--- src/core/ubg_defs.svh ---
`ifndef UBG_DEFS_SVH
`define UBG_DEFS_SVH

// register byte offsets on the register bus
`define UBG_OFF_DIV_LOW 5'h00
`define UBG_OFF_DIV_HIGH 5'h04
`define UBG_OFF_FRAC 5'h08
`define UBG_OFF_SAMP 5'h0C
`define UBG_OFF_MCR 5'h10
`define UBG_OFF_STATUS 5'h14

// modem control register bit positions
`define UBG_MCR_DTR 0
`define UBG_MCR_RTS 1
`define UBG_MCR_OP1 2
`define UBG_MCR_OP2 3
`define UBG_MCR_LOOP 4
`define UBG_MCR_PRESC 7

// reset values
`define UBG_DIV_LOW_RST 8'h01
`define UBG_DIV_HIGH_RST 8'h00
`define UBG_FRAC_RST 4'h0
`define UBG_SAMP_RST 2'h0
`define UBG_MCR_RST 8'h00

// sampling rate select codes and sample counts per bit
`define UBG_SAMP_16X 2'h0
`define UBG_SAMP_8X 2'h1
`define UBG_SAMP_4X 2'h2
`define UBG_NSAMP_16X 5'h10
`define UBG_NSAMP_8X 5'h08
`define UBG_NSAMP_4X 5'h04

// timing
`define UBG_CLK_MHZ 125
`define UBG_REF_MAX_MHZ 80

`endif

--- src/core/ubg_pkg.sv ---
package ubg_pkg;

	typedef enum logic [0:0] {
		UBG_BUS_IDLE = 1'b0,
		UBG_BUS_ACK = 1'b1
	} ubg_bus_state_t;

	typedef struct packed {
		ubg_bus_state_t bus_state;
		logic waitreq;
		logic [31:0] rdata;
		logic [7:0] div_low;
		logic [7:0] div_high;
		logic [3:0] frac;
		logic [1:0] samp;
		logic [7:0] modem_control_reg;
		logic cfg_load;
		logic [4:0] sync_a;
		logic [4:0] sync_b;
		logic [15:0] bit_cnt;
	} ubg_top_st_t;

	typedef struct packed {
		logic [1:0] presc_cnt;
		logic [15:0] unit_cnt;
		logic [3:0] samp_idx;
		logic sample_tick;
		logic bit_tick;
	} ubg_div_st_t;

	typedef struct packed {
		logic rx_core;
		logic cts;
		logic dsr;
		logic cd;
		logic ri;
		logic serial_out;
		logic rts;
		logic dtr;
		logic op1;
		logic op2;
		logic irq;
		logic irq_oe;
	} ubg_loop_st_t;

endpackage

--- src/core/ubg_divider.sv ---
`timescale 1ns/100ps
`include "ubg_defs.svh"

module ubg_divider
	import ubg_pkg::*;
(
	// clock and reset
	input wire logic clk_sys_i,
	input wire logic srst_i,
	// configuration
	input wire logic restart_i,
	input wire logic [15:0] divisor_i,
	input wire logic [3:0] frac_i,
	input wire logic [1:0] samp_sel_i,
	input wire logic presc4_i,
	// ticks
	output logic sample_tick_o,
	output logic bit_tick_o
);

	ubg_div_st_t st_reg;
	ubg_div_st_t st_next;
	logic [4:0] nsamp;
	logic [16:0] len;
	logic step;

	always_comb begin
		st_next = st_reg;
		st_next.sample_tick = 1'b0;
		st_next.bit_tick = 1'b0;
		case (samp_sel_i)
			`UBG_SAMP_8X: nsamp = `UBG_NSAMP_8X;
			`UBG_SAMP_4X: nsamp = `UBG_NSAMP_4X;
			default: nsamp = `UBG_NSAMP_16X;
		endcase
		// fraction spread as one extra unit on the first frac samples of a bit
		len = {1'b0, divisor_i} + ((st_reg.samp_idx < frac_i) ? 17'h00001 : 17'h00000);
		step = !presc4_i || (st_reg.presc_cnt == 2'h3);
		if (srst_i || restart_i) begin
			st_next = '0;
		end else if (divisor_i != 16'h0000) begin
			st_next.presc_cnt = presc4_i ? st_reg.presc_cnt + 2'h1 : 2'h0;
			if (step) begin
				if ({1'b0, st_reg.unit_cnt} + 17'h00001 >= len) begin
					st_next.unit_cnt = 16'h0000;
					st_next.sample_tick = 1'b1;
					if ({1'b0, st_reg.samp_idx} + 5'h01 == nsamp) begin
						st_next.samp_idx = 4'h0;
						st_next.bit_tick = 1'b1;
					end else begin
						st_next.samp_idx = st_reg.samp_idx + 4'h1;
					end
				end else begin
					st_next.unit_cnt = st_reg.unit_cnt + 16'h0001;
				end
			end
		end
	end

	always_ff @(posedge clk_sys_i) begin
		st_reg <= st_next;
	end

	assign sample_tick_o = st_reg.sample_tick;
	assign bit_tick_o = st_reg.bit_tick;

	// checker helpers: clocks between ticks and samples between bit ticks
	logic [19:0] h_gap;
	logic [19:0] h_len;
	logic h_valid;
	logic [4:0] h_scnt;
	logic h_bvalid;

	always_ff @(posedge clk_sys_i) begin
		if (srst_i || restart_i) begin
			h_gap <= 20'h00001;
			h_len <= 20'h00000;
			h_valid <= 1'b0;
			h_scnt <= 5'h00;
			h_bvalid <= 1'b0;
		end else begin
			h_gap <= sample_tick_o ? 20'h00001 : h_gap + 20'h00001;
			if (sample_tick_o) begin
				h_len <= presc4_i ? {1'b0, len, 2'h0} : {3'h0, len};
				h_valid <= 1'b1;
				h_scnt <= bit_tick_o ? 5'h01 : h_scnt + 5'h01;
				h_bvalid <= h_bvalid | bit_tick_o;
			end
		end
	end

	property p_tick_gap;
		@(posedge clk_sys_i) disable iff (srst_i || restart_i)
		(sample_tick_o && h_valid) |-> (h_gap == h_len);
	endproperty
	a_tick_gap: assert property (p_tick_gap) else $error("sample tick spacing wrong");

	property p_bit_samples;
		@(posedge clk_sys_i) disable iff (srst_i || restart_i)
		(bit_tick_o && h_bvalid) |-> (h_scnt == nsamp);
	endproperty
	a_bit_samples: assert property (p_bit_samples) else $error("bit tick count wrong");

	property p_zero_div;
		@(posedge clk_sys_i) disable iff (srst_i)
		(divisor_i == 16'h0000) [*2] |-> !sample_tick_o;
	endproperty
	a_zero_div: assert property (p_zero_div) else $error("tick with zero divisor");

endmodule

--- src/core/ubg_loopback.sv ---
`timescale 1ns/100ps
`include "ubg_defs.svh"

module ubg_loopback
	import ubg_pkg::*;
(
	// clock and reset
	input wire logic clk_sys_i,
	input wire logic srst_i,
	// control
	input wire logic [7:0] mcr_i,
	// core side
	input wire logic tx_serial_i,
	input wire logic irq_req_i,
	// synchronised pins: serial_in, cts, dsr, cd, ri
	input wire logic [4:0] pins_i,
	// registered outputs
	output ubg_loop_st_t st_o
);

	ubg_loop_st_t st_reg;
	ubg_loop_st_t st_next;

	always_comb begin
		st_next = st_reg;
		if (srst_i) begin
			st_next = '0;
			st_next.serial_out = 1'b1;
			st_next.rx_core = 1'b1;
		end else if (mcr_i[`UBG_MCR_LOOP]) begin
			st_next.rx_core = tx_serial_i;
			st_next.cts = mcr_i[`UBG_MCR_RTS];
			st_next.dsr = mcr_i[`UBG_MCR_DTR];
			st_next.cd = mcr_i[`UBG_MCR_OP2];
			st_next.ri = mcr_i[`UBG_MCR_OP1];
			st_next.serial_out = 1'b1;
			st_next.rts = 1'b0;
			st_next.dtr = 1'b0;
			st_next.op1 = 1'b0;
			st_next.op2 = 1'b0;
			st_next.irq = 1'b0;
			st_next.irq_oe = 1'b0;
		end else begin
			st_next.rx_core = pins_i[0];
			st_next.cts = pins_i[1];
			st_next.dsr = pins_i[2];
			st_next.cd = pins_i[3];
			st_next.ri = pins_i[4];
			st_next.serial_out = tx_serial_i;
			st_next.rts = mcr_i[`UBG_MCR_RTS];
			st_next.dtr = mcr_i[`UBG_MCR_DTR];
			st_next.op1 = mcr_i[`UBG_MCR_OP1];
			st_next.op2 = mcr_i[`UBG_MCR_OP2];
			st_next.irq = irq_req_i;
			st_next.irq_oe = 1'b1;
		end
	end

	always_ff @(posedge clk_sys_i) begin
		st_reg <= st_next;
	end

	assign st_o = st_reg;

endmodule

--- src/core/ubg_top.sv ---
// Our own choices: the register addresses and the Avalon-MM register port.
`timescale 1ns/100ps
`include "ubg_defs.svh"

// Notes on behaviour
// - integer divisor 1 to 65535 from latches
// - four-bit fraction added to the divisor
// - bit period prescale times ceiling expression
// - prescale one or four by control bit
// - one generator times transmitter and receiver
// - generator works with reference up to 80MHz
// - high byte upper half, low byte lower
// - 8x and 4x run two, four times faster
// - select code 00 means 16x sampling
// - modem control low bits drive loopback
// - loopback joins transmitter output to receiver
// - loopback feeds modem inputs from control bits
// - in loopback host bytes come back, serial out stays high
// - interrupt pins float during loopback

module ubg_top
	import ubg_pkg::*;
(
	// clock and reset
	input wire logic clk_sys_i,
	input wire logic srst_i,

	// register bus, avalon-mm slave
	input wire logic [4:0] avs_address_i,
	input wire logic avs_read_i,
	input wire logic avs_write_i,
	input wire logic [31:0] avs_writedata_i,
	input wire logic [3:0] avs_byteenable_i,
	output logic [31:0] avs_readdata_o,
	output logic avs_waitrequest_o,

	// uart core side
	input wire logic tx_serial_i,
	input wire logic irq_req_i,
	output logic rx_serial_o,
	output logic sample_tick_o,
	output logic bit_tick_o,
	output logic cts_o,
	output logic dsr_o,
	output logic cd_o,
	output logic ri_o,

	// serial and modem pins, active high when asserted
	input wire logic serial_in_i,
	input wire logic clear_to_send_in_i,
	input wire logic set_ready_in_i,
	input wire logic carrier_detect_in_i,
	input wire logic ring_indicate_in_i,
	output logic serial_out_o,
	output logic rts_o,
	output logic dtr_o,
	output logic user_output_one_o,
	output logic user_output_two_o,

	// interrupt pin, floated by releasing the enable
	output logic irq_o,
	output logic irq_oe_o
);

	ubg_top_st_t st_reg;
	ubg_top_st_t st_next;
	ubg_loop_st_t loop_st;
	logic [15:0] divisor;
	logic [31:0] rd_mux;
	logic bus_req;
	logic wr_ack;
	logic loop_on;

	assign divisor = {st_reg.div_high, st_reg.div_low};
	assign bus_req = avs_read_i || avs_write_i;
	// a write lands only on the edge that sees waitrequest low
	assign wr_ack = avs_write_i && (st_reg.bus_state == UBG_BUS_ACK) && avs_byteenable_i[0];
	assign loop_on = st_reg.modem_control_reg[`UBG_MCR_LOOP];

	always_comb begin
		case (avs_address_i)
			`UBG_OFF_DIV_LOW: rd_mux = {24'h000000, st_reg.div_low};
			`UBG_OFF_DIV_HIGH: rd_mux = {24'h000000, st_reg.div_high};
			`UBG_OFF_FRAC: rd_mux = {28'h0000000, st_reg.frac};
			`UBG_OFF_SAMP: rd_mux = {30'h00000000, st_reg.samp};
			`UBG_OFF_MCR: rd_mux = {24'h000000, st_reg.modem_control_reg};
			`UBG_OFF_STATUS: begin
				// status polling stands in for interrupts while looped back
				rd_mux = {8'h00, st_reg.bit_cnt, 3'h0, loop_on,
					loop_st.ri, loop_st.cd, loop_st.dsr, loop_st.cts};
			end
			default: rd_mux = 32'h00000000;
		endcase
	end

	always_comb begin
		st_next = st_reg;
		st_next.cfg_load = 1'b0;
		// first stage is read only by the second stage
		st_next.sync_a = {ring_indicate_in_i, carrier_detect_in_i, set_ready_in_i,
			clear_to_send_in_i, serial_in_i};
		st_next.sync_b = st_reg.sync_a;
		if (bit_tick_o) begin
			st_next.bit_cnt = st_reg.bit_cnt + 16'h0001;
		end
		case (st_reg.bus_state)
			UBG_BUS_IDLE: begin
				if (bus_req) begin
					st_next.bus_state = UBG_BUS_ACK;
					st_next.waitreq = 1'b0;
					st_next.rdata = avs_read_i ? rd_mux : 32'h00000000;
				end
			end
			UBG_BUS_ACK: begin
				st_next.bus_state = UBG_BUS_IDLE;
				st_next.waitreq = 1'b1;
				if (wr_ack) begin
					case (avs_address_i)
						`UBG_OFF_DIV_LOW: begin
							// writes here while the uart sleeps are the host's hazard
							st_next.div_low = avs_writedata_i[7:0];
							st_next.cfg_load = 1'b1;
						end
						`UBG_OFF_DIV_HIGH: begin
							st_next.div_high = avs_writedata_i[7:0];
							st_next.cfg_load = 1'b1;
						end
						`UBG_OFF_FRAC: begin
							// no check that the fraction stays below the rate
							st_next.frac = avs_writedata_i[3:0];
							st_next.cfg_load = 1'b1;
						end
						`UBG_OFF_SAMP: begin
							st_next.samp = avs_writedata_i[1:0];
							st_next.cfg_load = 1'b1;
						end
						`UBG_OFF_MCR: begin
							st_next.modem_control_reg = avs_writedata_i[7:0];
							st_next.cfg_load = 1'b1;
						end
						default: begin
							st_next.cfg_load = 1'b0;
						end
					endcase
				end
			end
			default: begin
				st_next.bus_state = UBG_BUS_IDLE;
				st_next.waitreq = 1'b1;
			end
		endcase
		if (srst_i) begin
			st_next = '0;
			st_next.bus_state = UBG_BUS_IDLE;
			st_next.waitreq = 1'b1;
			st_next.div_low = `UBG_DIV_LOW_RST;
			st_next.div_high = `UBG_DIV_HIGH_RST;
			st_next.frac = `UBG_FRAC_RST;
			st_next.samp = `UBG_SAMP_RST;
			st_next.modem_control_reg = `UBG_MCR_RST;
			// serial line idles high: a low reset value would fake a start bit
			st_next.sync_a = 5'h01;
			st_next.sync_b = 5'h01;
		end
	end

	always_ff @(posedge clk_sys_i) begin
		st_reg <= st_next;
	end

	// restart the divider on any config write so a stale count never mixes rates
	ubg_divider u_div (
		.clk_sys_i(clk_sys_i),
		.srst_i(srst_i),
		.restart_i(st_reg.cfg_load),
		.divisor_i(divisor),
		.frac_i(st_reg.frac),
		.samp_sel_i(st_reg.samp),
		.presc4_i(st_reg.modem_control_reg[`UBG_MCR_PRESC]),
		.sample_tick_o(sample_tick_o),
		.bit_tick_o(bit_tick_o)
	);

	ubg_loopback u_loop (
		.clk_sys_i(clk_sys_i),
		.srst_i(srst_i),
		.mcr_i(st_reg.modem_control_reg),
		.tx_serial_i(tx_serial_i),
		.irq_req_i(irq_req_i),
		.pins_i(st_reg.sync_b),
		.st_o(loop_st)
	);

	assign avs_readdata_o = st_reg.rdata;
	assign avs_waitrequest_o = st_reg.waitreq;
	assign rx_serial_o = loop_st.rx_core;
	assign cts_o = loop_st.cts;
	assign dsr_o = loop_st.dsr;
	assign cd_o = loop_st.cd;
	assign ri_o = loop_st.ri;
	assign serial_out_o = loop_st.serial_out;
	assign rts_o = loop_st.rts;
	assign dtr_o = loop_st.dtr;
	assign user_output_one_o = loop_st.op1;
	assign user_output_two_o = loop_st.op2;
	assign irq_o = loop_st.irq;
	assign irq_oe_o = loop_st.irq_oe;

	property p_bus_answer;
		@(posedge clk_sys_i) disable iff (srst_i)
		(bus_req && avs_waitrequest_o) |=> !avs_waitrequest_o;
	endproperty
	a_bus_answer: assert property (p_bus_answer) else $error("no answer one cycle after request");

	property p_bus_release;
		@(posedge clk_sys_i) disable iff (srst_i)
		!avs_waitrequest_o |=> avs_waitrequest_o;
	endproperty
	a_bus_release: assert property (p_bus_release) else $error("waitrequest low too long");

	property p_div_high;
		@(posedge clk_sys_i) disable iff (srst_i)
		(wr_ack && avs_address_i == `UBG_OFF_DIV_HIGH)
			|=> divisor[15:8] == $past(avs_writedata_i[7:0]);
	endproperty
	a_div_high: assert property (p_div_high) else $error("divisor high byte wrong");

	property p_div_low;
		@(posedge clk_sys_i) disable iff (srst_i)
		(wr_ack && avs_address_i == `UBG_OFF_DIV_LOW)
			|=> divisor[7:0] == $past(avs_writedata_i[7:0]);
	endproperty
	a_div_low: assert property (p_div_low) else $error("divisor low byte wrong");

	property p_mcr_write;
		@(posedge clk_sys_i) disable iff (srst_i)
		(wr_ack && avs_address_i == `UBG_OFF_MCR)
			|=> ##1 (serial_out_o == (loop_on || $past(tx_serial_i)))
			&& (rts_o == (!loop_on && st_reg.modem_control_reg[`UBG_MCR_RTS]));
	endproperty
	a_mcr_write: assert property (p_mcr_write) else $error("modem control not applied");

	property p_loop_idle;
		@(posedge clk_sys_i) disable iff (srst_i)
		loop_on [*2] |-> serial_out_o && !rts_o && !dtr_o
			&& !user_output_one_o && !user_output_two_o;
	endproperty
	a_loop_idle: assert property (p_loop_idle) else $error("pins active in loopback");

	property p_loop_rx;
		@(posedge clk_sys_i) disable iff (srst_i)
		loop_on [*2] |-> rx_serial_o == $past(tx_serial_i);
	endproperty
	a_loop_rx: assert property (p_loop_rx) else $error("loopback serial path broken");

	property p_loop_modem;
		@(posedge clk_sys_i) disable iff (srst_i)
		loop_on [*2] |-> cts_o == $past(st_reg.modem_control_reg[`UBG_MCR_RTS])
			&& dsr_o == $past(st_reg.modem_control_reg[`UBG_MCR_DTR])
			&& cd_o == $past(st_reg.modem_control_reg[`UBG_MCR_OP2])
			&& ri_o == $past(st_reg.modem_control_reg[`UBG_MCR_OP1]);
	endproperty
	a_loop_modem: assert property (p_loop_modem) else $error("loopback modem map wrong");

	property p_loop_irq;
		@(posedge clk_sys_i) disable iff (srst_i)
		loop_on [*2] |-> !irq_oe_o;
	endproperty
	a_loop_irq: assert property (p_loop_irq) else $error("interrupt driven in loopback");

	property p_norm_tx;
		@(posedge clk_sys_i) disable iff (srst_i)
		(!srst_i && !loop_on) ##1 !loop_on |-> serial_out_o == $past(tx_serial_i) && irq_oe_o;
	endproperty
	a_norm_tx: assert property (p_norm_tx) else $error("normal path broken");

	property p_shared_tick;
		@(posedge clk_sys_i) disable iff (srst_i)
		bit_tick_o |-> sample_tick_o;
	endproperty
	a_shared_tick: assert property (p_shared_tick) else $error("bit tick without sample");

	property p_tick_single;
		@(posedge clk_sys_i) disable iff (srst_i)
		(sample_tick_o && divisor > 16'h0001) |=> !sample_tick_o;
	endproperty
	a_tick_single: assert property (p_tick_single) else $error("sample tick too long");

	property p_reset_out;
		@(posedge clk_sys_i)
		srst_i |=> rx_serial_o && serial_out_o && avs_waitrequest_o && !irq_oe_o;
	endproperty
	a_reset_out: assert property (p_reset_out) else $error("outputs not idle after reset");

	property p_reset_sync;
		@(posedge clk_sys_i)
		srst_i ##1 !srst_i |=> rx_serial_o;
	endproperty
	a_reset_sync: assert property (p_reset_sync) else $error("false start bit after reset");

	property p_sync_chain;
		@(posedge clk_sys_i) disable iff (srst_i)
		1'b1 |=> st_reg.sync_b == $past(st_reg.sync_a);
	endproperty
	a_sync_chain: assert property (p_sync_chain) else $error("pin synchroniser broken");

	property p_norm_pins;
		@(posedge clk_sys_i) disable iff (srst_i)
		(!srst_i && !loop_on) ##1 !loop_on
			|-> {ri_o, cd_o, dsr_o, cts_o, rx_serial_o} == $past(st_reg.sync_b);
	endproperty
	a_norm_pins: assert property (p_norm_pins) else $error("pin path broken");

	property p_read_data;
		@(posedge clk_sys_i) disable iff (srst_i)
		(avs_read_i && !avs_waitrequest_o && avs_address_i == `UBG_OFF_MCR)
			|-> avs_readdata_o == {24'h000000, st_reg.modem_control_reg};
	endproperty
	a_read_data: assert property (p_read_data) else $error("register read data wrong");

	property p_read_hold;
		@(posedge clk_sys_i) disable iff (srst_i)
		!(bus_req && avs_waitrequest_o) |=> $stable(avs_readdata_o);
	endproperty
	a_read_hold: assert property (p_read_hold) else $error("read data moved without request");

	property p_refused_write;
		@(posedge clk_sys_i) disable iff (srst_i)
		(avs_write_i && !avs_waitrequest_o && !avs_byteenable_i[0])
			|=> $stable(divisor) && $stable(st_reg.frac) && $stable(st_reg.samp)
			&& $stable(st_reg.modem_control_reg);
	endproperty
	a_refused_write: assert property (p_refused_write) else $error("disabled byte write landed");

	property p_restart;
		@(posedge clk_sys_i) disable iff (srst_i)
		st_reg.cfg_load |=> !sample_tick_o && !bit_tick_o;
	endproperty
	a_restart: assert property (p_restart) else $error("tick right after restart");

	property p_bit_count;
		@(posedge clk_sys_i) disable iff (srst_i)
		1'b1 |=> st_reg.bit_cnt == $past(st_reg.bit_cnt) + {15'h0000, $past(bit_tick_o)};
	endproperty
	a_bit_count: assert property (p_bit_count) else $error("bit tick counter wrong");

endmodule

--- config.mk ---
export PLATFORM = sky130hd
export DESIGN_NAME = ubg_top
export DESIGN_NICKNAME = d
export VERILOG_FILES = /design/src/core/ubg_pkg.sv /design/src/core/ubg_divider.sv /design/src/core/ubg_loopback.sv /design/src/core/ubg_top.sv
export VERILOG_INCLUDE_DIRS = /design/src /design/src/core
export SDC_FILE = /design/constraint.sdc
export NUM_CORES = 1
export LEC_CHECK = 0
export ABC_CLOCK_PERIOD_IN_PS = 8780
export BUFFER_PORTS_ARGS = -buffer_cell sky130_fd_sc_hd__buf_2
export CAP_MARGIN = 10
export CORE_MARGIN = 5
export CORE_UTILIZATION = 40
export CTS_CLUSTER_SIZE = 28
export DETAILED_ROUTE_END_ITERATION = 8
export HOLD_SLACK_MARGIN = 0.12
export MAX_ROUTING_LAYER = met4
export PLACE_DENSITY = 0.57
export SLEW_MARGIN = 15
export SYNTH_ARGS = -nofsm -noshare
export SYNTH_HDL_FRONTEND = slang
export SYNTH_SLANG_ARGS = --single-unit
--- constraint.sdc ---
create_clock -name clk_sys_i -period 8.78 [get_ports clk_sys_i]
set_input_delay 0.439 -clock clk_sys_i [delete_from_list [all_inputs] [get_ports clk_sys_i]]
set_output_delay 0.439 -clock clk_sys_i [all_outputs]
set_load 0.05 [all_outputs]
# Word-level counts from Yosys, hierarchy flattened
# Cells that the tools add are included.
word_totals:
  reg_bits: 127
  output_inout_bits: 47
classes:
  n_reduce_logical: 21
  n_bitwise: 5
  n_eq_ne: 10
  add_sub_neg: 7
  muxes: 13
  magnitude_cmp: 2
ops:
  columns: ["op", "count"]
  rows:
  - ["$pmux 24 s6", 1]
  - ["$mux 34", 1]
  - ["$add 16x1->16 const B", 2]
  - ["$mux 32", 1]
  - ["$reduce_and 3->1", 6]
  - ["$add 16x1->17 const B", 1]
  - ["$add 16x17->17", 1]
  - ["$ge 17x17->1", 1]
  - ["$mux 16", 1]
  - ["$reduce_bool 16->1", 1]
  - ["$mux 12", 1]
  - ["$eq 5x4->1 const B", 2]
  - ["$eq 5x5->1 const B", 2]
  - ["$pmux 5 s2", 1]
  - ["$reduce_or 3->1", 2]
  - ["$add 4x1->5 const B", 1]
  - ["$eq 5x3->1 const B", 1]
  - ["$eq 5x5->1", 1]
  - ["$logic_not 5->1", 1]
  - ["$not 1->1", 5]
  - ["$reduce_or 5->1", 1]
  - ["$add 4x1->4 const B", 1]
  - ["$eq 2x2->1 const B", 2]
  - ["$lt 4x4->1", 1]
  - ["13 further kinds", 20]

# Logic depth before layout (Yosys ltp)
# Gate-level depths: netlist of the first run.
logic_depth:
  depth_word: 6
  depth_mapped: 18
  depth_no_buf: 17

# By module
# Synthesis of the first run repeated with hierarchy kept, for this count alone.
unflattened:
  cells_unflattened: 687
  hier_area_um2: 6124.6
modules_own_cells:
  columns: ["mod", "area_per_inst_um2", "cells_per_inst", "instances"]
  rows:
  - ["ubg_top", 3543.4, 373, 1]
  - ["ubg_divider", 2210.9, 284, 1]
  - ["ubg_loopback", 370.4, 30, 1]

# Least setup slack after synthesis of the first run
# No wires, ideal clock.
synth_timing:
  kind: "flip-flop to flip-flop"
  start: "reg st_reg[38] (netlist bit)"
  end: "reg u_div.st_reg[2] (netlist bit)"
  t_arrival_ns: 3.345
  setup_slack_ns: 5.363
  path_buffers: 1
  required_ns: 8.708
  setup_time_ns: 0.072
  stages_incl_launch_ff: 19
  path_cell_list: "dfxtp_1 -> inv_1 -> ha_1 -> a21o_1 -> a21o_1 -> a21oi_1 -> ha_1 -> nand3_1 -> nor2_1 -> nand3_1 -> xor2_1 -> ha_1 -> and4_1 -> nand4_1 -> nand2b_1 -> and4b_1 -> a21oi_2 -> buf_4 -> mux2i_1"
synth_via:
  elab_chain_cells: 5
synth_rtl:
  columns: ["element", "line", "source"]
  rows:
  - ["start, declared", "ubg_top.sv:65", "ubg_top_st_t st_reg;"]
  - ["start signal, assigned", "ubg_top.sv:168", "st_reg <= st_next;"]
  - ["$lt 4x4->1", "ubg_divider.sv:37", "len = {1'b0, divisor_i} + ((st_reg.samp_idx < frac_i) ? 17'h00001 : 17'h00000);"]
  - ["$mux 1", "ubg_divider.sv:37", null]
  - ["$add 16x17->17", "ubg_divider.sv:37", null]
  - ["$ge 17x17->1", "ubg_divider.sv:44", "if ({1'b0, st_reg.unit_cnt} + 17'h00001 >= len) begin"]
  - ["$reduce_and 3->1 (no source line)", null, null]
  - ["end signal, assigned", "ubg_divider.sv:61", "st_reg <= st_next;"]
  - ["end, declared", "ubg_divider.sv:21", "ubg_div_st_t st_reg;"]
# Every way passes these cells.
# A chain may end at the register's enable or synchronous reset.

# Worst setup path in the final report of the first run
layout_timing:
  start: "reg st_reg[38] (netlist bit)"
  end: "reg u_div.st_reg (netlist bit u_div.bit_tick_o)"
layout_via:
  elab_chain_cells: 6
layout_rtl:
  columns: ["element", "line"]
  rows:
  - ["$lt 4x4->1", "ubg_divider.sv:37"]
  - ["$mux 1", "ubg_divider.sv:37"]
  - ["$add 16x17->17", "ubg_divider.sv:37"]
  - ["$ge 17x17->1", "ubg_divider.sv:44"]
  - ["$not 1->1 (no source line)", null]
  - ["$reduce_or 4->1 (no source line)", null]
# Every way passes these cells.

==> metrics.md, run 1 <==
| Metric | Value |
|---|---|
| # Post-CTS Setup Buffers | 0 |
| Routed Antenna Nets | 0 |
| Post-cts repair resize count | 0 |
| Worst hold start | serial_in_i |
| Async set-reset flop share out of synthesis | 0% |
| CTS Buf Count | 17 |
| Yosys top cell area share | 38.9% |
| Worst slack, placed | 4.30 ns |
| Worst hold path type | primary input to register |
| Fin. max-slew vios | 0 |
| RSZ-0062 raised after global routing | false |
| H-tree depth | 4 |
| DR WL/cell | 15.3 um |
| Synth top area cells | dfxtp_1 39%, ha_1 6.1%, nor2_1 5.6% |
| Hold_buf cts | 0 |
| First-pass GRT wire length | 23,100 um |
| CTS tree | built |
| DR vias | 4,856 |
| Status | completed |
| Final setup violation count | 0 |
| Max Cap Viol | 0 |
| P_leak | 0.00273 uW |
| Largest net degree at the start of global routing | 93 |
| Clk root buf | clkbuf_16 |
| Final worst-path cycle share | 50.7% |
| Data arrival, critical path | 4.80 ns |
| Clock-pin slew on the worst setup and hold paths | 0.06 ns |
| Clk sinks | 119 |
| FMAX | 0.225 GHz |
| Core Box Area | 15,100 um^2 |
| Ys Warns | 0 |
| Register area share after synthesis | 38.9% |
| Top FF cell, synth | dfxtp_1 |
| DR DRC count | 0 |
| Initial Util | 40.6% |
| Die Wd | 134 um |
| Tot Pwr | 1410 uW |
| Nets | 794 |
| Post-route clock skew | 0.0165 ns |
| Count of boundary I/O pins | 99 |
| Setup crit start | st_reg[38]$_SDFFE_PP0P_ |
| Max reg flops | 41 |
| Worst-Skew Late Latency | 0.41 ns |
| Number of global-route vias before repair | 4,700 |
| Final Hold Vio Count | 0 |
| Syn Std Cell Area | 6120 um^2 |
| Crit Path Max Fanout | 20 |
| Synth cell count leaders | 119 x dfxtp_1, 91 x nor2_1, 51 x nand2_1 |
| Die Span Y | 134 um |
| Post-layout minimum cycle time | 4.45 ns |
| EDFF count, synth | 0 |
| Number of diodes | 0 |
| Layout cells sized above 1 | 16.7% |
| Slew headroom | 28.4% |
| Syn-to-layout area delta | 12.7% |
| Routed WL | 14,000 um |
| Peak supply drop | 0.119 mV |
| Final setup TNS | 0 ns |
| Cell count after synthesis | 690 |
| Count leader, synth | dfxtp_1 |
| Crit Path Category | register to register |
| Gr ovfl total | 0 |
| FF-to-FF Start | st_reg[38]$_SDFFE_PP0P_ |
| Worst slew pin tran | 1.07 ns |
| Port bufs | 63 |
| Post-DP HPWL | 10,000 um |
| GRT Util Overall | 16.4% |
| Distinct cells, synth | 58 |
| Clock Path Buffers | 2 |
| Routed vias/inst | 5.32 |
| Synth area leader | dfxtp_1 |
| DRT Pass-1 Iters | 6 |
| Syn avg cell area | 8.88 um^2 |
| Number of DRC markers in iteration 0 | 323 |
| Worst Slack Setup Final | 4.33 ns |
| Site Rows | 45 |
| Critical path launch point type | register |
| #FFs+latches synth | 119 |
| Initial antenna violation count | 0 |
| Die area | 17,900 um^2 |
| CP required | 9.13 ns |
| Placer Congestion | 0.914 |
| CP endpoint kind | register |
| P per Cell Area | 205 nW/um^2 |
==> cell usage in the layout, fill, tap and decap left out, drive strengths merged, types with 3 or more instances in the layout <==
| master | instances |
|---|---|
| xnor2 | 26 |
| a31oi | 6 |
| nand2 | 51 |
| nand3 | 40 |
| and4 | 5 |
| xor2 | 35 |
| mux2i | 24 |
| and2 | 8 |
| clkinvlp | 7 |
| a21o | 3 |
| inv | 13 |
| nand4 | 14 |
| dfxtp | 119 |
| a21oi | 32 |
| nor4 | 8 |
| a222oi | 5 |
| nor2b | 13 |
| nor3 | 23 |
| nand2b | 6 |
| a22oi | 21 |
| a211o | 3 |
| or2 | 4 |
| clkbuf | 18 |
| o21ai | 9 |
| and3 | 11 |
| nor2 | 91 |
| buf | 64 |
| conb | 8 |
| ha | 30 |
==> power by group <==
| group | internal (uW) | switching, uW | leakage (uW) |
|---|---|---|---|
| Sequential | 554 | 13.1 | 0.000964 |
| Clock | 426 | 257 | 0.000267 |
| Combinational | 51.1 | 111 | 0.00150 |
| Total | 1030 | 381 | 0.00273 |
==> critical path, stage by stage (launching register included) <==
cell	delay [ns]
dfxtp_1	0.36
inv_1	0.06
ha_1	0.28
a21o_1	0.15
a21o_1	0.17
a21oi_1	0.19
ha_1	0.24
nand3_1	0.15
nor2_1	0.31
nand3_1	0.14
xor2_1	0.17
ha_1	0.29
and4_1	0.22
nand4_1	0.15
nand2b_1	0.19
and4b_1	0.25
a21oi_2	0.81
and3_1	0.27
==> path summary, 6_finish.rpt <==
kind                                  to  slack [ns]  depth (start not counted)
max          u_div.bit_tick_o$_SDFF_PP0_        4.33                         17
min                st_reg[21]$_SDFF_PP1_        0.21                          2
max reg2reg  u_div.bit_tick_o$_SDFF_PP0_        4.33                         17
min reg2reg        st_reg[16]$_SDFF_PP1_        0.40                          1
==> kinds of logic (layout without fill, tap and decap cells) <==
logic type	Yosys count	in the layout	synth area share [%]
buf+inv	78	106	7.03
simple gates	288	288	25.2
xor+xnor	61	61	8.72
other cells	1	8	0.0612
flops	119	119	38.9
compound gates	89	89	10.1
mux	24	24	3.92
fa+ha+maj	30	30	6.13
==> layer usage <==
layer | GRT usage, % | wire (um) | vias to the layer above
met2 | 25.9 | 6680 | 122
met5 | - | 0 | -
met4 | 6.57 | 191 | 0
li1 | - | - | 2414
met1 | 20.4 | 6580 | 2305
met3 | 3.51 | 513 | 15
==> metrics by stage <==
stage                     util, %  cells  instance area, um^2  hold slack, ns
after floorplan                 -    697                 6150           0.389
after global routing         45.8    913                 6900           0.212
final                        45.8    913                 6900           0.205
after CTS                    45.8    913                 6900           0.191
after global placement       41.9    881                 6320           0.396
after detailed placement     41.9    881                 6320           0.396
==> layout make-up <==
cell class / count / area (um^2)
Clock buffer: 18 / 439
Timing Repair Buffer: 64 / 323
Inverter: 10 / 37.5
Fill cell: 1480 / 8190
Multi-Input combinational cell: 500 / 3340
Sequential cell: 119 / 2380
Clock inverter: 14 / 149
Tap cell: 188 / 235
(Power assumes the default switching activity.)
==> run 2: changes to the inputs <==
Settings changed: ABC_CLOCK_PERIOD_IN_PS 8780 to 4100.
Clock period 8.78 ns to 4.1 ns, I/O delays scaled along.
==> metrics.md, run 2 (synthesis results as in run 1) <==
| Metric | Value |
|---|---|
| FMAX | 0.260 GHz |
| Gr ovfl total | 0 |
| First-pass GRT wire length | 24,100 um |
| Final setup TNS | 0 ns |
| Critical path launch point type | register |
| Largest net degree at the start of global routing | 56 |
| Most frequent cells in the layout | 119 x dfxtp_1, 90 x nor2_1, 63 x buf_2, 51 x nand2_1, 37 x nand3_1 |
| Max reg flops | 41 |
| Worst slew pin tran | 1.13 ns |
| CP required | 4.43 ns |
| Post-DP HPWL | 10,200 um |
| CP endpoint kind | register |
| Hold WS | 0.150 ns |
| Most common cell after layout, fill and taps aside | dfxtp_1 |
| Crit Path Category | register to register |
| DR DRC count | 0 |
| CTS tree | built |
| Post-layout minimum cycle time | 3.85 ns |
| Final worst-path cycle share | 94.0% |
| Nets | 811 |
| Hold depth | 3 |
| Worst-Skew Late Latency | 0.42 ns |
| FF-to-FF Start | st_reg[38]$_SDFFE_PP0P_ |
| Crit path to | u_div.st_reg[2]$_SDFFE_PP0P_ |
| Worst slack, placed | 0.233 ns |
| Final cell area excluding filler cells | 7120 um^2 |
| RSZ-0062 raised after global routing | false |
| Clock Path Buffers | 2 |
| Final Hold Vio Count | 0 |
| Clock-pin slew on the worst setup and hold paths | 0.06 ns |
| Post-detailed-placement cell area | 6340 um^2 |
| Core Box Area | 15,100 um^2 |
| Fin. max-slew vios | 0 |
| Worst hold path type | primary input to register |
| Routed vias/inst | 5.22 |
| Initial Util | 40.6% |
| GRT Util Overall | 17.1% |
| Site Rows | 45 |
| Number of diodes | 0 |
| CTS Buf Count | 17 |
| Routed Antenna Nets | 0 |
| Initial antenna violation count | 0 |
| P_leak | 0.00281 uW |
| Reg2reg path depth | 18 |
| Max Cap Viol | 0 |
| Die area | 17,900 um^2 |
| Crit Path Max Fanout | 20 |
| Slew headroom | 24.3% |
| Syn-to-layout area delta | 16.3% |
| RR Endpoint | u_div.st_reg[2]$_SDFFE_PP0P_ |
| Clk root buf | clkbuf_16 |
| DR WL/cell | 15.4 um |
| Placer Congestion | 0.910 |
| Count of boundary I/O pins | 99 |
| Peak supply drop | 0.275 mV |
| Number of global-route vias before repair | 4,755 |
| Clk sinks | 119 |
| DRT Pass-1 Iters | 5 |
| Layout cells sized above 1 | 17.1% |
| Number of DRC markers in iteration 0 | 289 |
| Die Wd | 134 um |
| R2r setup slk | 0.25 ns |
| P per Cell Area | 441 nW/um^2 |
| DR vias | 4,855 |
| Worst Slack Setup Final | 0.247 ns |
| Die Span Y | 134 um |
| Final setup violation count | 0 |
| Setup crit start | st_reg[38]$_SDFFE_PP0P_ |
| Post-route clock skew | 0.00683 ns |
| H-tree depth | 4 |
| Status | completed |
| Port bufs | 63 |
| Data arrival, critical path | 4.19 ns |
| Routed WL | 14,400 um |
-- run 2: per-stage QoR --
stage / utilization, % / total power [uW] / instances
6_report: 47.2 / 3140 / 930
5_1_grt: 47.2 / 3280 / 930
4_1_cts: 47.0 / 3170 / 930
3_5_place_dp: 42.0 / 1630 / 883
3_3_place_gp: 42.0 / 1620 / 883
2_1_floorplan: - / 1530 / 697
-- run 2: critical path, stage by stage (launching register included) --
cell	delay, ns
dfxtp_1	0.37
inv_1	0.06
ha_1	0.28
a21o_1	0.16
a21o_1	0.17
a21oi_1	0.17
ha_2	0.24
ha_1	0.22
and3_4	0.22
nand3_1	0.10
xor2_1	0.18
ha_1	0.31
and2_1	0.15
nand4_1	0.14
nand2b_1	0.19
and4b_1	0.24
a21oi_2	0.19
buf_12	0.18
mux2i_1	0.21
-- run 2: where the power goes --
part / internal, uW / total (uW) / switching, uW
Clock: 958 / 1520 / 561
Combinational: 160 / 411 / 251
Sequential: 1190 / 1210 / 27.1
Total: 2300 / 3140 / 840
-- run 2: area by class of cell --
class,count,area [um^2]
Clock inverter,14,175
Timing Repair Buffer,81,500
Tap cell,188,235
Fill cell,1445,7970
Multi-Input combinational cell,500,3360
Inverter,10,37.5
Clock buffer,18,429
Sequential cell,119,2380
-- run 2: how the worst min path moves through the flow --
stage | start | end | slack, ns
final | avs_read_i | avs_waitrequest_o$_SDFFE_PP1P_ | 0.15
after global routing | avs_read_i | avs_waitrequest_o$_SDFFE_PP1P_ | 0.18
after CTS | avs_read_i | avs_waitrequest_o$_SDFFE_PP1P_ | 0.14
after detailed placement | serial_in_i | st_reg[21]$_SDFF_PP1_ | 0.40
after global placement | serial_in_i | st_reg[21]$_SDFF_PP1_ | 0.39
after floorplan | tx_serial_i | u_loop.st_o[6]$_SDFF_PP1_ | 0.30
-- run 2: per-layer routing --
| metal | part of all wire, % | global-route usage (%) | vias up |
|---|---|---|---|
| met1 | 46 | 21.1 | 2290 |
| met4 | 2.0 | 7.14 | 0 |
| met3 | 4.1 | 3.78 | 22 |
| met5 | 0 | - | - |
| met2 | 48 | 27.2 | 101 |
| li1 | - | - | 2442 |
-- run 2: repair_timing --
action / 4_1_cts / 5_1_grt
hold endpoints to repair: 29 / 0
gates resized for setup: 0 / 6
buffers inserted: 0 / 0
hold buffers: 15 / 0
endpoints found under the setup margin: 0 / 20
